## config.mk

```make
export PLATFORM = sky130hd
export DESIGN_NAME = sil_status_top
export DESIGN_NICKNAME = d
export VERILOG_FILES = /design/src/include/sil_pkg.sv /design/src/include/sil_blink_if.sv /design/src/verilog/sil_status_top.sv /design/src/verilog/sil_blinker.sv
export SDC_FILE = /design/constraint.sdc
export NUM_CORES = 1
export LEC_CHECK = 0
export BUFFER_PORTS_ARGS = -buffer_cell sky130_fd_sc_hd__buf_2
export CORE_ASPECT_RATIO = 1.4
export CORE_UTILIZATION = 62
export CTS_BUF_LIST = sky130_fd_sc_hd__clkbuf_4 sky130_fd_sc_hd__clkbuf_8
export CTS_CLUSTER_SIZE = 12
export DETAILED_ROUTE_END_ITERATION = 7
export HOLD_SLACK_MARGIN = 0.12
export PLACE_DENSITY = 0.86
export SLEW_MARGIN = 20
export SYNTH_ARGS = -nofsm -noshare
export SYNTH_HDL_FRONTEND = slang
export SYNTH_SLANG_ARGS = --single-unit
```

## constraint.sdc

```tcl
create_clock -name clock -period 6.35 [get_ports clock]
set_clock_uncertainty 0.2 [all_clocks]
set_input_delay 0.635 -clock clock [delete_from_list [all_inputs] [get_ports clock]]
set_output_delay 0.635 -clock clock [all_outputs]
set_load 0.05 [all_outputs]
```

## src/include/sil_pkg.sv

```systemverilog
package sil_pkg;

    // system clock and the millisecond tick derived from it
    localparam int CLK_NS = 5;
    localparam int TICK_NS = 1000000;
    localparam int TICK_CYCLES_DEF = TICK_NS / CLK_NS;

    // all lamp and button timing is counted in millisecond ticks
    localparam int MS_W = 12;
    localparam int FAST_HALF_MS = 100;
    localparam int SLOW_HALF_MS = 500;
    localparam int SLOWER_HALF_MS = 1000;
    localparam int FLASH_MS = 50;
    localparam int DEBOUNCE_MS = 20;
    localparam int LONG_HOLD_MS = 3000;

    // blink rate indices into the phase vector
    localparam int RATE_FAST = 0;
    localparam int RATE_SLOW = 1;
    localparam int RATE_SLOWER = 2;
    localparam int RATE_COUNT = 3;
    localparam logic [MS_W-1:0] HALF_MS [RATE_COUNT] = '{
        MS_W'(FAST_HALF_MS), MS_W'(SLOW_HALF_MS), MS_W'(SLOWER_HALF_MS)};

    // channels, add-on slots and pin numbering
    localparam int CHANNELS = 4;
    localparam int MAX_ADDONS = 4;
    localparam int PIN_W = 8;
    localparam logic [PIN_W-1:0] PIN_FIRST = 8'h00;
    localparam logic [PIN_W-1:0] DIGITAL_PINS = 8'h20;
    localparam logic [PIN_W-1:0] ANALOG_PINS = 8'h08;
    localparam logic [PIN_W-1:0] RELAY_PINS = 8'h10;

    typedef enum logic [1:0] {
        ADDON_NONE,
        ADDON_DIGITAL,
        ADDON_ANALOG,
        ADDON_RELAY
    } sil_addon_type;

    typedef enum logic [1:0] {
        BTN_RELEASED,
        BTN_SHORT_HOLD,
        BTN_LONG_HOLD
    } sil_button_state_type;

    // number of I/O pins an add-on of the given kind carries
    function automatic logic [PIN_W-1:0] addon_pins(sil_addon_type kind);
        unique case (kind)
            ADDON_DIGITAL: addon_pins = DIGITAL_PINS;
            ADDON_ANALOG: addon_pins = ANALOG_PINS;
            ADDON_RELAY: addon_pins = RELAY_PINS;
            ADDON_NONE: addon_pins = PIN_FIRST;
        endcase
    endfunction : addon_pins

endpackage : sil_pkg

```

## src/include/sil_blink_if.sv

```systemverilog
`timescale 1ns/1ps
// millisecond tick and free-running blink phases
interface sil_blink_if;
    logic tick;
    logic [sil_pkg::RATE_COUNT-1:0] phase;
    modport src (output tick, output phase);
    modport snk (input tick, input phase);
endinterface : sil_blink_if

```

## src/verilog/sil_status_top.sv

```systemverilog
`timescale 1ns/1ps
module sil_status_top #(
    parameter int TICK_CYCLES = sil_pkg::TICK_CYCLES_DEF
) (
    input wire logic clock,
    input wire logic rst_n,
    input wire logic power_good,
    input wire logic dhcp_waiting,
    input wire logic remote_ready,
    input wire logic remote_connected,
    input wire logic [sil_pkg::CHANNELS-1:0] can_err_passive,
    input wire logic [sil_pkg::CHANNELS-1:0] can_bus_off,
    input wire logic [sil_pkg::CHANNELS-1:0] can_err_frame,
    input wire logic reset_button_n,
    input wire sil_pkg::sil_addon_type [sil_pkg::MAX_ADDONS-1:0] addon_slot,
    output logic power_ok_lamp,
    output logic network_state_lamp,
    output wire logic [sil_pkg::CHANNELS-1:0] can_red_lamp,
    output wire logic [sil_pkg::CHANNELS-1:0] can_yellow_lamp,
    output logic [sil_pkg::MAX_ADDONS-1:0][sil_pkg::PIN_W-1:0] addon_first_pin,
    output logic [sil_pkg::MAX_ADDONS-1:0] addon_active,
    output logic [sil_pkg::PIN_W-1:0] addon_pin_total,
    output logic outputs_clear,
    output logic module_reset,
    output logic factory_reset
);
    import sil_pkg::*;

    logic [2:0] rst_pipe;
    logic rst_sync_n;
    logic tick;
    logic fast_phase;
    logic slow_phase;
    logic slower_phase;
    logic btn_stable;
    logic [MS_W-1:0] deb_cnt;
    logic [MS_W-1:0] hold_cnt;
    sil_button_state_type btn_state;
    sil_addon_type [MAX_ADDONS-1:0] layout_seen;
    logic [MAX_ADDONS-1:0][PIN_W-1:0] next_first_pin;
    logic [MAX_ADDONS-1:0] next_active;
    logic [PIN_W-1:0] next_pin_total;
    logic gap_seen;

    // reset release through two flip-flops; a third stage keeps the checks off a cycle longer
    always_ff @(posedge clock or negedge rst_n)
    begin
        if (!rst_n)
            rst_pipe <= 3'h0;
        else
            rst_pipe <= {rst_pipe[1:0], 1'b1};
    end
    assign rst_sync_n = rst_pipe[1];

    sil_blink_if blink ();

    sil_blinker #(
        .TICK_CYCLES(TICK_CYCLES)
    ) u_blinker (
        .clock(clock),
        .rst_n(rst_sync_n),
        .blink(blink)
    );

    assign tick = blink.tick;
    assign fast_phase = blink.phase[RATE_FAST];
    assign slow_phase = blink.phase[RATE_SLOW];
    assign slower_phase = blink.phase[RATE_SLOWER];

    // power lamp
    // steady when working
    always_ff @(posedge clock or negedge rst_n)
    begin
        if (!rst_n)
            power_ok_lamp <= 1'b0;
        else
            power_ok_lamp <= power_good && rst_sync_n;
    end

    // network lamp, connection outranks lease wait and readiness
    always_ff @(posedge clock or negedge rst_sync_n)
    begin
        if (!rst_sync_n)
            network_state_lamp <= 1'b0;
        else if (remote_connected)
            network_state_lamp <= 1'b1;
        else if (dhcp_waiting)
            network_state_lamp <= fast_phase;
        else if (remote_ready)
            network_state_lamp <= slow_phase;
        else
            network_state_lamp <= 1'b0;
    end

    // button debounce, a change must hold for the whole window
    // debounced press level
    always_ff @(posedge clock or negedge rst_sync_n)
    begin
        if (!rst_sync_n)
        begin
            btn_stable <= 1'b0;
            deb_cnt <= '0;
        end
        else if (!reset_button_n == btn_stable)
            deb_cnt <= '0;
        else if (tick)
        begin
            if (deb_cnt == MS_W'(DEBOUNCE_MS - 1))
            begin
                btn_stable <= !reset_button_n;
                deb_cnt <= '0;
            end
            else
                deb_cnt <= deb_cnt + 1'b1;
        end
    end

    // hold timer; the reset kind is chosen only on release
    always_ff @(posedge clock or negedge rst_sync_n)
    begin
        if (!rst_sync_n)
        begin
            btn_state <= BTN_RELEASED;
            hold_cnt <= '0;
            module_reset <= 1'b0;
            factory_reset <= 1'b0;
        end
        else
        begin
            module_reset <= 1'b0;
            factory_reset <= 1'b0;
            unique case (btn_state)
                BTN_RELEASED:
                begin
                    hold_cnt <= '0;
                    if (btn_stable)
                        btn_state <= BTN_SHORT_HOLD;
                end
                BTN_SHORT_HOLD:
                begin
                    if (!btn_stable)
                    begin
                        module_reset <= 1'b1;
                        btn_state <= BTN_RELEASED;
                    end
                    else if (tick)
                    begin
                        if (hold_cnt == MS_W'(LONG_HOLD_MS - 1))
                            btn_state <= BTN_LONG_HOLD;
                        else
                            hold_cnt <= hold_cnt + 1'b1;
                    end
                end
                BTN_LONG_HOLD:
                begin
                    if (!btn_stable)
                    begin
                        module_reset <= 1'b1;
                        factory_reset <= 1'b1;
                        btn_state <= BTN_RELEASED;
                    end
                end
                default:
                    btn_state <= BTN_RELEASED;
            endcase
        end
    end

    // channel lamps, one copy per CAN channel
    for (genvar c = 0; c < CHANNELS; c++)
    begin : g_chan
        logic [MS_W-1:0] flash_cnt;
        logic red;
        logic yellow;
        logic btn_red;

        // button indication owns the red of channels one and two
        // press lights red
        if (c == 0)
        begin : g_btn1
            assign btn_red = (btn_state != BTN_RELEASED);
        end
        else if (c == 1)
        begin : g_btn2
            assign btn_red = (btn_state == BTN_LONG_HOLD);
        end
        else
        begin : g_nobtn
            assign btn_red = 1'b0;
        end

        // short red flash after each error frame, except on a channel that is bus off
        // error frame flash
        always_ff @(posedge clock or negedge rst_sync_n)
        begin
            if (!rst_sync_n)
                flash_cnt <= '0;
            else if (can_err_frame[c])
                flash_cnt <= MS_W'(FLASH_MS);
            else if (tick && flash_cnt != '0)
                flash_cnt <= flash_cnt - 1'b1;
        end

        // bus off outranks error passive
        always_ff @(posedge clock or negedge rst_sync_n)
        begin
            if (!rst_sync_n)
            begin
                red <= 1'b0;
                yellow <= 1'b0;
            end
            else if (btn_red)
            begin
                red <= 1'b1;
                yellow <= 1'b0;
            end
            else if (can_bus_off[c])
            begin
                red <= slower_phase;
                yellow <= slow_phase;
            end
            else if (can_err_passive[c])
            begin
                red <= slow_phase || (flash_cnt != '0);
                yellow <= slow_phase;
            end
            else
            begin
                red <= (flash_cnt != '0);
                yellow <= 1'b0;
            end
        end

        assign can_red_lamp[c] = red;
        assign can_yellow_lamp[c] = yellow;
    end

    // first pin of each slot; slots right of an empty one are ignored
    // four slots only
    always_comb
    begin
        next_pin_total = PIN_FIRST;
        gap_seen = 1'b0;
        next_first_pin = '0;
        next_active = '0;
        for (int i = 0; i < MAX_ADDONS; i++)
        begin
            if (addon_slot[i] == ADDON_NONE)
                gap_seen = 1'b1;
            next_first_pin[i] = next_pin_total;
            next_active[i] = !gap_seen;
            if (!gap_seen)
                next_pin_total = next_pin_total + addon_pins(addon_slot[i]);
        end
    end

    // any layout change renumbers and pulses the output clear
    // renumber and clear
    always_ff @(posedge clock or negedge rst_sync_n)
    begin
        if (!rst_sync_n)
        begin
            layout_seen <= '{default: ADDON_NONE};
            addon_first_pin <= '0;
            addon_active <= '0;
            addon_pin_total <= PIN_FIRST;
            outputs_clear <= 1'b0;
        end
        else
        begin
            layout_seen <= addon_slot;
            outputs_clear <= (addon_slot != layout_seen);
            if (addon_slot != layout_seen)
            begin
                addon_first_pin <= next_first_pin;
                addon_active <= next_active;
                addon_pin_total <= next_pin_total;
            end
        end
    end
endmodule : sil_status_top

```

## src/verilog/sil_blinker.sv

```systemverilog
`timescale 1ns/1ps
module sil_blinker #(
    parameter int TICK_CYCLES = sil_pkg::TICK_CYCLES_DEF
) (
    input wire logic clock,
    input wire logic rst_n,
    sil_blink_if.src blink
);
    import sil_pkg::*;

    localparam int DIV_W = $clog2(TICK_CYCLES);

    logic [DIV_W-1:0] div;
    logic tick;
    logic [RATE_COUNT-1:0] phase;

    // millisecond enable pulse from the clock divider
    always_ff @(posedge clock or negedge rst_n)
    begin
        if (!rst_n)
        begin
            div <= '0;
            tick <= 1'b0;
        end
        else if (div == DIV_W'(TICK_CYCLES - 1))
        begin
            div <= '0;
            tick <= 1'b1;
        end
        else
        begin
            div <= div + 1'b1;
            tick <= 1'b0;
        end
    end

    // one square wave per rate, fast strictly quicker than slow
    // configurable blink rates
    for (genvar r = 0; r < RATE_COUNT; r++)
    begin : g_rate
        logic [MS_W-1:0] cnt;
        always_ff @(posedge clock or negedge rst_n)
        begin
            if (!rst_n)
            begin
                cnt <= '0;
                phase[r] <= 1'b0;
            end
            else if (tick)
            begin
                if (cnt == HALF_MS[r] - 1'b1)
                begin
                    cnt <= '0;
                    phase[r] <= ~phase[r];
                end
                else
                begin
                    cnt <= cnt + 1'b1;
                end
            end
        end
    end

    assign blink.tick = tick;
    assign blink.phase = phase;

endmodule : sil_blinker

```

# Word-level counts from Yosys, hierarchy flattened

Index checks and enable logic that the tools add are counted.
W data, S select, Z words.

Bits in read-only memories: 0
Output and inout bits: 57
Flip-flop bits (word level): 192
Latch bits: 0
RAM bits: 0
Word-level logic and storage cells: 189
Memories: 0

$add $sub $neg: 13
Order comparisons: 0
Div/mod/pow operators: 0
Bitwise operators: 4
Reductions and logical operators: 37
Multiplexer cells: 67
Eq/ne operators: 29
Multiply operators: 0
Shift-type cells: 0

Operators with widths:

| kind                    | count |
|---|---|
| $mux W12                | 17 |
| $pmux W8 S4             | 4 |
| $add A12 B1 Y12 const B | 5 |
| $mux W8                 | 7 |
| $reduce_bool A12 Y1     | 4 |
| $sub A12 B1 Y12 const B | 4 |
| $mux W1                 | 31 |
| $add A8 B8 Y8           | 3 |
| $pmux W12 S2            | 1 |
| $add A18 B1 Y18 const B | 1 |
| $eq A18 B18 Y1 const B  | 1 |
| $eq A2 B2 Y1 const B    | 9 |
| $mux W18                | 1 |
| $reduce_bool A2 Y1      | 7 |
| $eq A12 B10 Y1 const B  | 1 |
| $eq A12 B12 Y1 const B  | 1 |
| $eq A12 B5 Y1 const B   | 1 |
| $eq A12 B7 Y1 const B   | 1 |
| $eq A12 B9 Y1 const B   | 1 |
| $eq A2 B1 Y1 const B    | 5 |
| $logic_not A2 Y1        | 5 |
| $mux W2                 | 5 |
| $ne A2 B2 Y1 const B    | 4 |
| $ne A8 B8 Y1            | 1 |
| other kinds (13)        | 30 |

# Logic depth before layout (Yosys ltp)

Depth in word-level cells: 10
Gate-level depth with buffers: 16

# By module

A second synthesis with hierarchy kept.

Cells, all modules: 911
Area, all modules: 9210.1 um^2

By module, submodules not included:

| module         | times used | area each (um^2) | seq. area each (um^2) | cells each |
|---|---|---|---|---|
| sil_status_top | 1          | 6496.2           | 2977.9                | 654 |
| sil_blinker    | 1          | 2713.9           | 1451.4                | 257 |

# Worst setup path after synthesis

No wires, ideal clock.

Kind: register to register
Start point: reg rst_pipe[1]
End point: reg power_ok_lamp
Arrival: 4479 ps
Setup slack: 1579 ps
Buffers on the path: 0
Cell stages (with the launch flop): 2
Library setup time: 91 ps
Period minus slack after synthesis: 4771 ps
Path through: dfrtp_1 > and2_1

Word-level cells in the longest chain between the ends: 1

RTL lines:

| what                   | line                 | text |
|---|---|---|
| from (decl)            | sil_status_top.sv:29 | `logic [2:0] rst_pipe;` |
| from (signal assigned) | sil_status_top.sv:51 | `rst_pipe <= {rst_pipe[1:0], 1'b1};` |
| $logic_and A1 B1 Y1    | sil_status_top.sv:77 | `power_ok_lamp <= power_good && rst_sync_n;` |
| to (signal assigned)   | sil_status_top.sv:77 |  |
| to (decl)              | sil_status_top.sv:16 | `output logic power_ok_lamp,` |

Every way passes these cells.
A chain may end at the register's enable or synchronous reset.

==> impl_metrics.ini <==
[status]
status = finished, final reports clean

[die]
io_pins = 84
die_w_um = 105
rows = 52
fp.dieH_um = 146
coreArea_um2 = 14400
initial_core_util_pct = 63.2
die_area_um2 = 15200

[sta]
fmax_mhz = 236
finalCriticalPeriod_ns = 4.23
whs_ns = 0.159
setup_tns_ns = 0
fin_crit_sh_pct = 66.6
worst_slack_ns = 2.12
timing.final.max_slew_violations = 0
worstMarginPinSlew_ns = 1.00
slew_headroom_pct = 32.9
setup_viol = 0
grt_setup_unrepaired = no
hold_viol_final = 0

[logic_synthesis]
synth_async_sr_flop_share_pct = 100
synth-xor-area-share_pct = 9.98
synth-seq-area-share_pct = 48.5
syn-cell-area_um2 = 9130
synth-seq-cells = 177
synth_fa_ha_area_share_pct = 3.45
synth-simple-area-share_pct = 21.3
synth_compound_area_share_pct = 8.74
ys_types = 68
yosysWarnings = 0
yosys-top-cells-area = dfrtp_1 49%, xor2_1 5.5%, nor2_1 4.5%
synth_top_family_by_area = simple AND/OR/NAND/NOR gates
synth_most_common_cell = dfrtp_1
synth_common_cells = 177 x dfrtp_1, 110 x nor2_1, 58 x nand2_1
syn_inst = 899
yosys.area.top_type = dfrtp_1
syn_area_per_cell_um2 = 10.2
synthMuxAreaShare_pct = 3.22
synthFlopType = dfrtp_1
synth-edff-count = 0
synth_top_area_share_pct = 48.5

[worst_setup_path]
crit_family = compound AO/OA/AOI/OAI gates
cp_slowest_cell = a221oi_1
cp_common_cell = ha_1
max_stage_delay_ns = 0.62
cp_data_arrival_time_ns = 4.38
crit_required_ns = 6.50
cp-end-kind = flip-flop
critical_path.max_fanout = 15
worst-setup-path-type = in2reg
start_kind = input port
path_cells = buf_2 > nor2b_1 > ha_1 > ha_1 > o21a_1 > o221ai_1 > a221oi_1 > ha_1 > xor2_1 > mux2_2 > ha_1 > nor2b_1 > o221ai_1 > xor2_1 > o2111ai_1 > nand2_1
critPathBufInv = 1

[cells_and_area]
nNetsFinal = 1004
area_delta_synth_final_pct = 9.30
fin_area_um2 = 9980
layout-drive-gt1-share_pct = 13.5
final_util_pct = 69.1

[clock_network]
h-tree-depth = 4
clkSinkCount = 177
cts_buffers = 17
clock_latency_ns = 0.47
cts_setup_buffers = 0
cts_hold_buf = 2
clockRootBuffer = clkbuf_8
cts_resized = 0
cts_tree = yes
ctsLongestPathBuffers = 2
clkTransAtPathRegs_ns = 0.10

[power_and_ir_drop]
power.density_nw_per_um2 = 234
leakage_nw = 4.60
power.switching_mw = 0.583
p_int_mw = 1.75
pwr-share-clk_pct = 40.1
power_frac_seq_pct = 49.6
ir_drop_v = 0.000153
p_comb_share_pct = 10.3
swShare_pct = 25.0

[placed_design]
pre_cts_ws_ns = 1.74
dp_hpwl_mm = 12.0
placedInstanceArea_um2 = 9460
place_congestion = 0.812
port_buffers = 60

[global_routing]
grt_pass1_wl_mm = 30.2
grt-ovfl-total = 0
grt_start_max_net_pins = 84
grt_antenna_before_repair = 2
grt_usage_pct = 24.7
grt_pass1_vias = 6595

[run]
drv_cap = 0

[worst_hold_path]
hold_path_class = in2reg

[route]
drt_first_pass_iters = 5
drt-total-wl_mm = 17.7
via_per_inst = 5.82
wl_per_cell_um = 15.3
drc_errors = 0
dr.first_iter.drc_count = 329
ant_nets = 0
vias = 6735
worst reg2reg max path, cell delays in order, from the launching register on:
cell	delay (ns)
dfrtp_1	0.33
buf_4	0.38
inv_1	0.30
nor3_1	0.56
nor4b_1	0.43
mux2i_1	0.25
nor2_1	0.05
cell type report:
class / instances / area, um^2
Fill cell: 1098 / 4460
Clock inverter: 10 / 204
Inverter: 27 / 101
Antenna cell: 2 / 5.00
Sequential cell: 177 / 4430
Multi-Input combinational cell: 664 / 4360
Tap cell: 189 / 236
Timing Repair Buffer: 66 / 354
Clock buffer: 22 / 290
metal layers:
metal	track usage [%]	vias up	routed length, um
met4	10.3	0	408
met1	29.8	3333	7200
met2	43.2	152	9460
li1	-	3216	-
met3	4.66	34	663
met5	0	-	0
flip-flops by register name, indices dropped and copies added, names as in the netlist, 2 cells and up:
register,count
g_chan.flash_cnt,48
u_blinker.g_rate.cnt,36
u_blinker.div,18
addon_first_pin,12
deb_cnt,12
hold_cnt,12
layout_seen,8
addon_pin_total,5
addon_active,4
g_chan.red,4
g_chan.yellow,4
u_blinker.blink.phase,3
btn_state,2
rst_pipe,2
cell families (layout without fill, tap and decap cells):
logic type | count (synthesis) | count (layout)
adder cells (fa/ha/maj) | 24 | 24
multiplexers | 27 | 27
buffers and inverters | 80 | 125
XOR/XNOR | 104 | 104
other | 2 | 26
AND/OR/NAND/NOR | 371 | 371
AO/OA/AOI/OAI | 114 | 114
flip-flops | 177 | 177
metrics by stage:
stage / total power [mW] / std cells
floorplan: 1.37 / 921
global placement: 1.41 / 1121
detailed placement: 1.42 / 1121
CTS: 2.35 / 1155
global route: 2.41 / 1156
finish: 2.33 / 1157
power by group through the flow:
stage	registers, mW	logic (mW)	clock network (mW)
2_1_floorplan	1.25	0.123	0
3_3_place_gp	1.18	0.229	0
3_5_place_dp	1.18	0.237	0
4_1_cts	1.16	0.242	0.952
5_1_grt	1.16	0.260	0.995
6_report	1.16	0.241	0.936
cells in the final DEF, fill, tap and decap left out, types with 7 or more instances in the layout:
master,instances
a21oi_1,22
and2_1,7
and3_1,19
and4_1,11
buf_2,60
clkbuf_8,20
conb_1,24
dfrtp_1,176
ha_1,22
inv_1,27
mux2_2,19
mux2i_1,8
nand2_1,58
nand2b_1,8
nand3_1,36
nand4_1,21
nor2_1,110
nor2b_1,19
nor3_1,17
nor4_1,19
o211ai_1,9
o21ai_0,32
or3_1,15
xnor2_1,47
xor2_1,57
final timing paths:
path	depth (start not counted)	startpoint	slack, ns	endpoint
setup reg to reg	6	u_blinker.blink.tick	3.75	g_chan[0].flash_cnt[7]
max in group asynchronous	1	rst_pipe[1]	4.90	addon_pin_total[6]
setup / recovery	16	addon_slot[1]	2.12	addon_pin_total[7]
min in group asynchronous	2	rst_n	0.29	rst_pipe[1]
hold reg to reg	0	rst_pipe[0]	0.16	rst_pipe[1]
hold / removal	2	can_bus_off[2]	0.16	g_chan[2].red
No activity file was read; power rests on OpenSTA's default activity.
